==> config.mk <==
export PLATFORM = sky130hd
export DESIGN_NAME = pfcv_top
export DESIGN_NICKNAME = d
export VERILOG_FILES = /design/src/include/pfcv_pkg.sv /design/src/include/pfcv_resp_if.sv /design/src/logic/pfcv_resp.sv /design/src/logic/pfcv_top.sv
export VERILOG_INCLUDE_DIRS = /design/src /design/src/include
export SDC_FILE = /design/constraint.sdc
export NUM_CORES = 1
export LEC_CHECK = 0
export ABC_AREA = 1
export BUFFER_PORTS_ARGS = -buffer_cell sky130_fd_sc_hd__buf_2
export CAP_MARGIN = 20
export CORE_UTILIZATION = 31
export CTS_CLUSTER_SIZE = 30
export DETAILED_ROUTE_END_ITERATION = 7
export PLACE_DENSITY = 0.54
export SETUP_SLACK_MARGIN = 0.2
export SLEW_MARGIN = 40
export SYNTH_ARGS = -nofsm -noshare
export SYNTH_HDL_FRONTEND = slang
export SYNTH_HIERARCHICAL = 1
export SYNTH_SLANG_ARGS = --single-unit
==> constraint.sdc <==
create_clock -name i_clock -period 3 [get_ports i_clock]
set_clock_uncertainty 0.15 [all_clocks]
set_input_delay 0.3 -clock i_clock [delete_from_list [all_inputs] [get_ports i_clock]]
set_output_delay 0.3 -clock i_clock [all_outputs]
set_load 0.02 [all_outputs]
==> src/include/pfcv_defines.svh <==
// Offsets, field positions, reset values and timing counts of the output-voltage limits block.
`ifndef PFCV_DEFINES_SVH
`define PFCV_DEFINES_SVH
`define PFCV_OFS_OV_WARN      8'h42
`define PFCV_OFS_UV_WARN      8'h43
`define PFCV_OFS_UV_FAULT     8'h44
`define PFCV_OFS_UV_RESP      8'h4F
`define PFCV_EXP_MSB          15
`define PFCV_EXP_LSB          11
`define PFCV_MANT_MSB         10
`define PFCV_RESP_CODE_MSB    7
`define PFCV_RESP_CODE_LSB    6
`define PFCV_RETRY_MSB        5
`define PFCV_RETRY_LSB        3
`define PFCV_DELAY_MSB        2
`define PFCV_DELAY_LSB        0
`define PFCV_RST_OV_MANT      11'h7FF
`define PFCV_RST_UV_MANT      11'h000
`define PFCV_RST_RESP         8'h00
`define PFCV_RETRY_INFINITE   3'h7
`define PFCV_CLOCK_HZ         20000000
`define PFCV_CYCLES_PER_MS    (`PFCV_CLOCK_HZ / 1000)
`define PFCV_DELAY1_BASE_MS   32'd10
`define PFCV_DELAY2_MS_0      32'd252
`define PFCV_DELAY2_MS_1      32'd558
`define PFCV_DELAY2_MS_2      32'd924
`define PFCV_DELAY2_MS_3      32'd1260
`define PFCV_DELAY2_MS_4      32'd1596
`define PFCV_DELAY2_MS_5      32'd1932
`define PFCV_DELAY2_MS_6      32'd2268
`define PFCV_DELAY2_MS_7      32'd2604
`endif

==> src/include/pfcv_pkg.sv <==
// Types and small helpers shared by the output-voltage limits block.
`include "pfcv_defines.svh"
package pfcv_pkg;
  // Reaction codes held in the top two bits of the reaction register.
  typedef enum logic [1:0] {
    PFCV_RESP_IGNORE    = 2'h0,
    PFCV_RESP_DELAYED   = 2'h1,
    PFCV_RESP_IMMEDIATE = 2'h2,
    PFCV_RESP_SPARE     = 2'h3
  } pfcv_resp_code_t;
  // Fault reaction sequencer states, Gray coded along the usual path.
  typedef enum logic [2:0] {
    PFCV_ST_IDLE    = 3'h0,
    PFCV_ST_DELAY   = 3'h1,
    PFCV_ST_OFF     = 3'h3,
    PFCV_ST_RESTART = 3'h2,
    PFCV_ST_LATCH   = 3'h6
  } pfcv_state_t;
  // Whole state of the reaction sequencer.
  typedef struct packed {
    pfcv_state_t state;
    logic [31:0] timer;
    logic [2:0]  retries;
    logic        out_en;
    logic        latched;
  } pfcv_resp_st_t;
  // Sign-extend the three-bit two's complement exponent to the five-bit field.
  function automatic logic [4:0] pfcv_exp5(input logic [2:0] e);
    return {{2{e[2]}}, e};
  endfunction
  // Restart interval in milliseconds for each delay selection.
  function automatic logic [31:0] pfcv_delay2_ms(input logic [2:0] sel);
    unique case (sel)
      3'h0: return `PFCV_DELAY2_MS_0;
      3'h1: return `PFCV_DELAY2_MS_1;
      3'h2: return `PFCV_DELAY2_MS_2;
      3'h3: return `PFCV_DELAY2_MS_3;
      3'h4: return `PFCV_DELAY2_MS_4;
      3'h5: return `PFCV_DELAY2_MS_5;
      3'h6: return `PFCV_DELAY2_MS_6;
      3'h7: return `PFCV_DELAY2_MS_7;
    endcase
  endfunction
endpackage : pfcv_pkg

==> src/include/pfcv_resp_if.sv <==
// Link between the register bank and the undervoltage fault reaction sequencer.
`timescale 1ns/1ps
`default_nettype none
interface pfcv_resp_if;
  logic       uv_fault;     // Undervoltage fault flag, registered.
  logic [1:0] code;         // Reaction code.
  logic [2:0] retry_limit;  // Restart attempts allowed.
  logic [2:0] delay_sel;    // Delay pair selection.
  logic       out_en;       // Output enable from the sequencer.
  logic       latched;      // Output locked off until reset.
  modport bank (output uv_fault, code, retry_limit, delay_sel, input out_en, latched);
  modport resp (input uv_fault, code, retry_limit, delay_sel, output out_en, latched);
endinterface : pfcv_resp_if
`default_nettype wire

==> src/logic/pfcv_resp.sv <==
// Undervoltage fault reaction sequencer: delay, shutdown, timed restarts and lock-off.
`timescale 1ns/1ps
`default_nettype none
`include "pfcv_defines.svh"
module pfcv_resp
  import pfcv_pkg::*;
#(
  parameter int unsigned P_CYCLES_PER_MS = `PFCV_CYCLES_PER_MS  // Clock cycles per millisecond.
) (
  input  wire logic   i_clock,    // Block clock.
  input  wire logic   i_rst_n,    // Synchronised active-low reset.
  pfcv_resp_if.resp   u_link      // Settings in, output enable out.
);
  pfcv_resp_st_t st_q;      // Registered state.
  pfcv_resp_st_t st_d;      // Next state.
  logic [31:0]   d1_cyc;    // First delay in cycles.
  logic [31:0]   d2_cyc;    // Restart interval in cycles.

  // Decide between another restart and lock-off once the output is shut down.
  function automatic pfcv_state_t pfcv_after_fault(input logic [2:0] used, input logic [2:0] lim);
    if (lim == `PFCV_RETRY_INFINITE || used < lim) begin
      return PFCV_ST_OFF;
    end
    return PFCV_ST_LATCH;
  endfunction

  // First delay doubles per step from its base; the restart interval is a table.
  assign d1_cyc = (`PFCV_DELAY1_BASE_MS << u_link.delay_sel) * P_CYCLES_PER_MS;
  assign d2_cyc = pfcv_delay2_ms(u_link.delay_sel) * P_CYCLES_PER_MS;

  // Next-state logic. A restart grants the output one first-delay window to recover.
  always_comb begin
    st_d = st_q;
    unique case (st_q.state)
      PFCV_ST_IDLE: begin
        st_d.out_en = 1'b1;
        st_d.timer  = 32'h0000_0000;
        if (!u_link.uv_fault) begin
          st_d.retries = 3'h0;
        end else if (u_link.code == PFCV_RESP_DELAYED) begin
          st_d.state = PFCV_ST_DELAY;
        end else if (u_link.code != PFCV_RESP_IGNORE) begin
          st_d.out_en = 1'b0;
          st_d.state  = pfcv_after_fault(st_q.retries, u_link.retry_limit);
        end
      end
      PFCV_ST_DELAY, PFCV_ST_RESTART: begin
        st_d.timer = st_q.timer + 32'h0000_0001;
        if (!u_link.uv_fault) begin
          st_d.state = PFCV_ST_IDLE;
        end else if (st_q.timer + 32'h0000_0001 >= d1_cyc) begin
          st_d.out_en = 1'b0;
          st_d.timer  = 32'h0000_0000;
          st_d.state  = pfcv_after_fault(st_q.retries, u_link.retry_limit);
        end
      end
      PFCV_ST_OFF: begin
        st_d.out_en = 1'b0;
        st_d.timer  = st_q.timer + 32'h0000_0001;
        if (st_q.timer + 32'h0000_0001 >= d2_cyc) begin
          st_d.timer  = 32'h0000_0000;
          st_d.out_en = 1'b1;
          st_d.state  = PFCV_ST_RESTART;
          if (u_link.retry_limit != `PFCV_RETRY_INFINITE) begin
            st_d.retries = st_q.retries + 3'h1;
          end
        end
      end
      PFCV_ST_LATCH: begin
        st_d.out_en  = 1'b0;
        st_d.latched = 1'b1;
      end
      default: begin
        st_d.out_en = 1'b0;
        st_d.state  = PFCV_ST_LATCH;
      end
    endcase
  end

  // State register; a cleared state has the output running.
  always_ff @(posedge i_clock or negedge i_rst_n) begin
    if (!i_rst_n) begin
      st_q <= '{state: PFCV_ST_IDLE, timer: 32'h0000_0000, retries: 3'h0,
                out_en: 1'b1, latched: 1'b0};
    end else begin
      st_q <= st_d;
    end
  end

  assign u_link.out_en  = st_q.out_en;
  assign u_link.latched = st_q.latched;
endmodule : pfcv_resp
`default_nettype wire

==> src/logic/pfcv_top.sv <==
// Output-voltage limit registers, threshold comparators and undervoltage fault reaction.
`timescale 1ns/1ps
`default_nettype none
`include "pfcv_defines.svh"
module pfcv_top
  import pfcv_pkg::*;
#(
  parameter int unsigned P_CYCLES_PER_MS = `PFCV_CYCLES_PER_MS  // Cycles per ms; shrink for sim.
) (
  input  wire logic        i_clock,          // 20 MHz block clock.
  input  wire logic        i_reset_n,        // Asynchronous active-low reset.
  input  wire logic [7:0]  i_cmd_code,       // Command code of the register access.
  input  wire logic        i_cmd_write,      // One-cycle write strobe.
  input  wire logic        i_cmd_read,       // One-cycle read strobe.
  input  wire logic [15:0] i_cmd_wdata,      // Write data word.
  input  wire logic [2:0]  i_mode_exponent,  // Exponent field of the output-mode setting.
  input  wire logic [15:0] i_vout_meas,      // Output voltage mantissa, same exponent.
  output var  logic [15:0] o_rd_data,        // Read data, held until the next read.
  output var  logic        o_rd_valid,       // One-cycle read answer strobe.
  output var  logic        o_cmd_error,      // One-cycle strobe for an unmapped code.
  output var  logic        o_ov_warning,     // Overvoltage warning level.
  output var  logic        o_uv_warning,     // Undervoltage warning level.
  output var  logic        o_uv_fault,       // Undervoltage fault level.
  output var  logic        o_output_enable,  // Converter output enable.
  output var  logic        o_fault_latched   // Output locked off until reset.
);

  // ---------------------------------------------------------------------------
  // State layout
  // ---------------------------------------------------------------------------

  // The whole register bank and every output flop live in one packed struct.
  typedef struct packed {
    logic [10:0] ov_mant;    // Overvoltage warning mantissa.
    logic [10:0] uvw_mant;   // Undervoltage warning mantissa.
    logic [10:0] uvf_mant;   // Undervoltage fault mantissa.
    logic [7:0]  resp;       // Fault reaction register.
    logic [15:0] rd_data;    // Read answer.
    logic        rd_valid;   // Read answer strobe.
    logic        cmd_error;  // Unmapped access strobe.
    logic        ov;         // Overvoltage warning.
    logic        uvw;        // Undervoltage warning.
    logic        uvf;        // Undervoltage fault.
    logic        out_en;     // Output enable copy.
    logic        latched;    // Lock-off copy.
  } pfcv_top_st_t;

  // Reset image: the output runs, the warnings are clear, thresholds sit at rest.
  localparam pfcv_top_st_t C_RST = '{
    ov_mant:   `PFCV_RST_OV_MANT,
    uvw_mant:  `PFCV_RST_UV_MANT,
    uvf_mant:  `PFCV_RST_UV_MANT,
    resp:      `PFCV_RST_RESP,
    rd_data:   16'h0000,
    rd_valid:  1'b0,
    cmd_error: 1'b0,
    ov:        1'b0,
    uvw:       1'b0,
    uvf:       1'b0,
    out_en:    1'b1,
    latched:   1'b0
  };

  pfcv_top_st_t st_q;         // Registered state.
  pfcv_top_st_t st_d;         // Next state.
  logic [1:0]   rst_sync_q;   // Reset release synchroniser.
  logic         rst_n;        // Synchronised reset, active low.
  logic [4:0]   exp_field;    // Sign-extended exponent for read-back.

  pfcv_resp_if  rif ();       // Link to the reaction sequencer.

  // ---------------------------------------------------------------------------
  // Reset synchroniser
  // ---------------------------------------------------------------------------

  // Assertion is immediate, release takes two edges so no flop sees a runt edge.
  always_ff @(posedge i_clock or negedge i_reset_n) begin
    if (!i_reset_n) begin
      rst_sync_q <= 2'h0;
    end else begin
      rst_sync_q <= {rst_sync_q[0], 1'b1};
    end
  end

  // Only the second stage is used downstream.
  assign rst_n = rst_sync_q[1];

  // ---------------------------------------------------------------------------
  // Exponent handling
  // ---------------------------------------------------------------------------

  // The exponent is never stored here; it follows the mode setting live.
  // Sign extension keeps negative exponents negative in the five-bit field.
  assign exp_field = pfcv_exp5(i_mode_exponent);

  // ---------------------------------------------------------------------------
  // Next-state logic
  // ---------------------------------------------------------------------------

  // Register writes, read answers and the three threshold comparisons.
  always_comb begin
    st_d           = st_q;
    st_d.rd_valid  = 1'b0;
    st_d.cmd_error = 1'b0;

    // Threshold writes keep only the mantissa; exponent bits of the word are dropped.
    if (i_cmd_write) begin
      unique case (i_cmd_code)
        `PFCV_OFS_OV_WARN: begin
          st_d.ov_mant = i_cmd_wdata[`PFCV_MANT_MSB:0];
        end
        `PFCV_OFS_UV_WARN: begin
          st_d.uvw_mant = i_cmd_wdata[`PFCV_MANT_MSB:0];
        end
        `PFCV_OFS_UV_FAULT: begin
          st_d.uvf_mant = i_cmd_wdata[`PFCV_MANT_MSB:0];
        end
        `PFCV_OFS_UV_RESP: begin
          st_d.resp = i_cmd_wdata[7:0];
        end
        default: begin
          // Unknown codes change nothing but are reported.
          st_d.cmd_error = 1'b1;
        end
      endcase
    end

    // A read in the same cycle as a write returns the value from before it.
    if (i_cmd_read) begin
      st_d.rd_valid = 1'b1;
      unique case (i_cmd_code)
        `PFCV_OFS_OV_WARN: begin
          st_d.rd_data = {exp_field, st_q.ov_mant};
        end
        `PFCV_OFS_UV_WARN: begin
          st_d.rd_data = {exp_field, st_q.uvw_mant};
        end
        `PFCV_OFS_UV_FAULT: begin
          st_d.rd_data = {exp_field, st_q.uvf_mant};
        end
        `PFCV_OFS_UV_RESP: begin
          st_d.rd_data = {8'h00, st_q.resp};
        end
        default: begin
          // Unmapped reads answer zero and raise the error strobe.
          st_d.rd_data   = 16'h0000;
          st_d.cmd_error = 1'b1;
        end
      endcase
    end

    // The measurement carries the same exponent as the thresholds, so the
    // mantissas compare directly and an exponent change rescales all three.
    st_d.ov  = i_vout_meas > {5'h00, st_q.ov_mant};
    st_d.uvw = i_vout_meas < {5'h00, st_q.uvw_mant};
    st_d.uvf = i_vout_meas < {5'h00, st_q.uvf_mant};

    // Sequencer results are re-registered so every output leaves a flop.
    st_d.out_en  = rif.out_en;
    st_d.latched = rif.latched;
  end

  // ---------------------------------------------------------------------------
  // State register
  // ---------------------------------------------------------------------------

  // One register for the whole bank; reset loads the constant image.
  always_ff @(posedge i_clock or negedge rst_n) begin
    if (!rst_n) begin
      st_q <= C_RST;
    end else begin
      st_q <= st_d;
    end
  end

  // ---------------------------------------------------------------------------
  // Fault reaction sequencer
  // ---------------------------------------------------------------------------

  // The sequencer reads the registered fault so it never sees a comparator glitch.
  assign rif.uv_fault    = st_q.uvf;
  assign rif.code        = st_q.resp[`PFCV_RESP_CODE_MSB:`PFCV_RESP_CODE_LSB];
  assign rif.retry_limit = st_q.resp[`PFCV_RETRY_MSB:`PFCV_RETRY_LSB];
  assign rif.delay_sel   = st_q.resp[`PFCV_DELAY_MSB:`PFCV_DELAY_LSB];

  // Delays run from 10 ms up to 2604 ms, hence the per-millisecond scale as a parameter.
  pfcv_resp #(
    .P_CYCLES_PER_MS (P_CYCLES_PER_MS)
  ) u_resp (
    .i_clock (i_clock),
    .i_rst_n (rst_n),
    .u_link  (rif.resp)
  );

  // ---------------------------------------------------------------------------
  // Outputs
  // ---------------------------------------------------------------------------

  // Each output is a field of the state register.
  assign o_rd_data       = st_q.rd_data;
  assign o_rd_valid      = st_q.rd_valid;
  assign o_cmd_error     = st_q.cmd_error;
  assign o_ov_warning    = st_q.ov;
  assign o_uv_warning    = st_q.uvw;
  assign o_uv_fault      = st_q.uvf;
  assign o_output_enable = st_q.out_en;
  assign o_fault_latched = st_q.latched;
endmodule : pfcv_top
`default_nettype wire

==> impl_metrics.yaml <==
timing:
  fmax_mhz: 174
  slew_violations: 0
  holdWs_ps: 51.9
  layout_setup_ws_ps: -2750
  min_period_ps: 5750
  finalSetupViolCount: 35
  worst_slew_pin_slew_ps: 551
  fin_crit_sh: 1.92
  hold_violations: 0
  slew-limit-headroom: 0.632
  rsz0062_at_grt: "true"
cts:
  clkLatencyLatePin_ps: 370
  root_buffer: "clkbuf_16"
  htree_levels: 3
  clkTransAtPathRegs_ps: 80
  cts_tree: "done"
  cts_max_path_buffers: 2
  cts_buffers: 9
  cts.sinks: 104
yosys:
  synth_edf_count: 0
  synth_top_area_share: 0.210
  ys_types: 53
  async_flop_share: 1.00
  synthTopCellsByCount: "343 x nand2_1, 236 x inv_1, 184 x ha_1"
  synth_ff_type: "dfrtp_1"
  synth_area_leaders: "ha_1 21%, dfrtp_1 21%, nand2_1 12%, inv_1 8.1%, fa_1 3.8%"
  synth.largest_area_cell: "ha_1"
  synthCells: 1473
  synth_area_per_cell_um2: 7.46
  synth_fp_nets: 1725
  netlist_area_um2: 11000
  yosysSeqAreaShare: 0.238
  yosysWarnings: 6
  synth.most_common_cell: "nand2_1"
  ys_ff_latch: 104
drt:
  drt_iter0_drc: 390
  viasPerCell: 4.54
  drtPass1Iterations: 5
  routedWlPerCell_um: 13.5
  vias: 10000
  wl_mm: 29.8
  drcViolationCount: 0
  postRouteAntennaNets: 0
final_layout:
  syn_to_final_growth_pct: 32.4
  fin_util: 0.419
  fillers: 3558
  nets: 2004
  drive_gt1_frac: 0.306
  n_antenna_cell: 0
outcome:
  violations: "negative setup slack"
  status: "complete, but fails checks"
placed_design:
  port_buffers: 64
  pre_cts_ws_ps: -2850
  globalplace.congestion: 0.869
  dp_hpwl_mm: 24.1
power_and_ir_drop:
  p_clk_frac: 0.172
  powerDensity_nw_per_um2: 517
  switching_power_mw: 3.12
  power_frac_seq: 0.198
  irDropWorstVdd_uv: 482
  p_comb_frac: 0.629
  leakage_nw: 8.22
  intPower_mw: 4.40
  p_sw_frac: 0.415
die:
  io_pins: 70
  start_util: 0.316
  dieHeight_um: 190
  placeableCoreArea_um2: 34700
  std_cell_rows: 68
  die_w_um: 190
  die-area_um2: 36200
global_route:
  grt_pass1_wl_mm: 48.8
  overflow: 0
  antenna_found_initial: 0
  grt_max_degree: 39
  grt_usage: 0.167
  grt_pass1_vias: 9924
worst_setup_path:
  startpoint_type: "register"
  end_kind: "register"
  cp.required_ps: 3150
  path_depth: 36
  reg2reg_depth: 36
  critical_path_buf_inv_count: 8
  crit_path_top_delay_cell: "fa_1"
  cp_top_family: "adder cells"
  rrSetupSlack_ps: -2750
  crit_fanout: 5
  critPathMaxStageDelay_ps: 490
  cp.arrival_ps: 5900
  worstSetupPathType: "reg2reg"
worst_hold_path:
  hold_depth: 3
  hold_class: "in2reg"
job:
  max-cap-violations: 0
[metrics by stage]
stage          cell area [µm²]  total power, mW  TNS [ps]  instances
4_1_cts                  14200             7.28    -93240       2205
3_3_place_gp             13600             5.66    -94980       2172
5_1_grt                  14500             8.24   -104750       2212
6_report                 14500             7.52    -94260       2212
2_1_floorplan            11300             4.15    -87560       1473
3_5_place_dp             13600             5.72    -97210       2172
[cell families (layout without fill, tap and decap cells)]
kind of cell / count (synthesis) / after routing / share of synthesized area
fa+ha+maj: 205 / 205 / 0.248
compound gates: 198 / 198 / 0.0996
simple gates: 634 / 634 / 0.264
flops: 104 / 104 / 0.238
other cells: 1 / 1 / 0.000341
xor+xnor: 52 / 52 / 0.0415
buf+inv: 279 / 563 / 0.108
[worst min-delay path: stages]
cell     delay [ps]
buf_2            90
inv_1            80
o21ai_1          80
[placed cells by master, fill, tap and decap left out, types with 13 or more instances in the layout]
cell,instances
nand2_1,319
buf_4,228
inv_1,220
ha_1,157
nor2_1,103
dfrtp_1,88
buf_2,64
nand3_1,62
o21ai_1,53
nand2_2,52
a21oi_1,51
o21ai_0,34
xor2_1,34
ha_4,22
fa_1,21
xnor2_1,17
nor2_4,16
nor2_2,16
nand2_4,16
nor3_1,13
dfstp_2,13
inv_2,13
[power groups by stage]
stage / registers [mW] / logic, mW / clock network (mW)
2_1_floorplan: 1.52 / 2.63 / 0
3_3_place_gp: 1.52 / 4.15 / 0
3_5_place_dp: 1.52 / 4.20 / 0
4_1_cts: 1.49 / 4.45 / 1.34
5_1_grt: 1.50 / 5.35 / 1.39
6_report: 1.49 / 4.73 / 1.30
[metal layers]
layer / global-route usage / vias to the layer above / wire length, µm
met4: 0.0323 / 0 / 338
met1: 0.225 / 4618 / 14400
met5: 0 / - / 0
li1: - / 5262 / -
met2: 0.284 / 139 / 14300
met3: 0.0230 / 23 / 777
[state kept, by name, indices dropped and copies added, names as in the netlist, 2 cells and up]
| name | flops |
|---|---|
| st_q | 33 |
| rif.retry_limit | 3 |
| rif.code | 2 |
| u_resp/st_q | 38 |
| o_rd_data | 14 |
| rst_sync_q | 2 |
| rif.delay_sel | 3 |
[final cells by class]
| class | instances | area, µm² | share of cell area |
|---|---|---|---|
| Sequential cell | 104 | 2630 | 0.181 |
| Clock buffer | 9 | 225 | 0.0155 |
| Tap cell | 455 | 569 | 0.0392 |
| Clock inverter | 7 | 95.1 | 0.00654 |
| Inverter | 239 | 912 | 0.0627 |
| Multi-Input combinational cell | 1090 | 7840 | 0.539 |
| Timing Repair Buffer | 308 | 2270 | 0.156 |
[worst paths after layout]
path,start,to
max,rif.delay_sel[0],u_resp/st_q[27]
min,i_cmd_wdata[9],st_q[62]
max reg2reg,rif.delay_sel[0],u_resp/st_q[27]
min reg2reg,rst_sync_q[1],st_q[31]
max in group asynchronous,rst_sync_q[1],u_resp/st_q[12]
min in group asynchronous,i_reset_n,rst_sync_q[1]
[repair_timing]
action                     4_1_cts  5_1_grt
setup endpoints to repair       35       35
gates cloned                     0        2
hold endpoints to repair         5        0
gates resized for setup         51       60
pin swaps                        6       36
hold buffers                     4        0
setup buffers                   13        5
(Power assumes the default switching activity.)
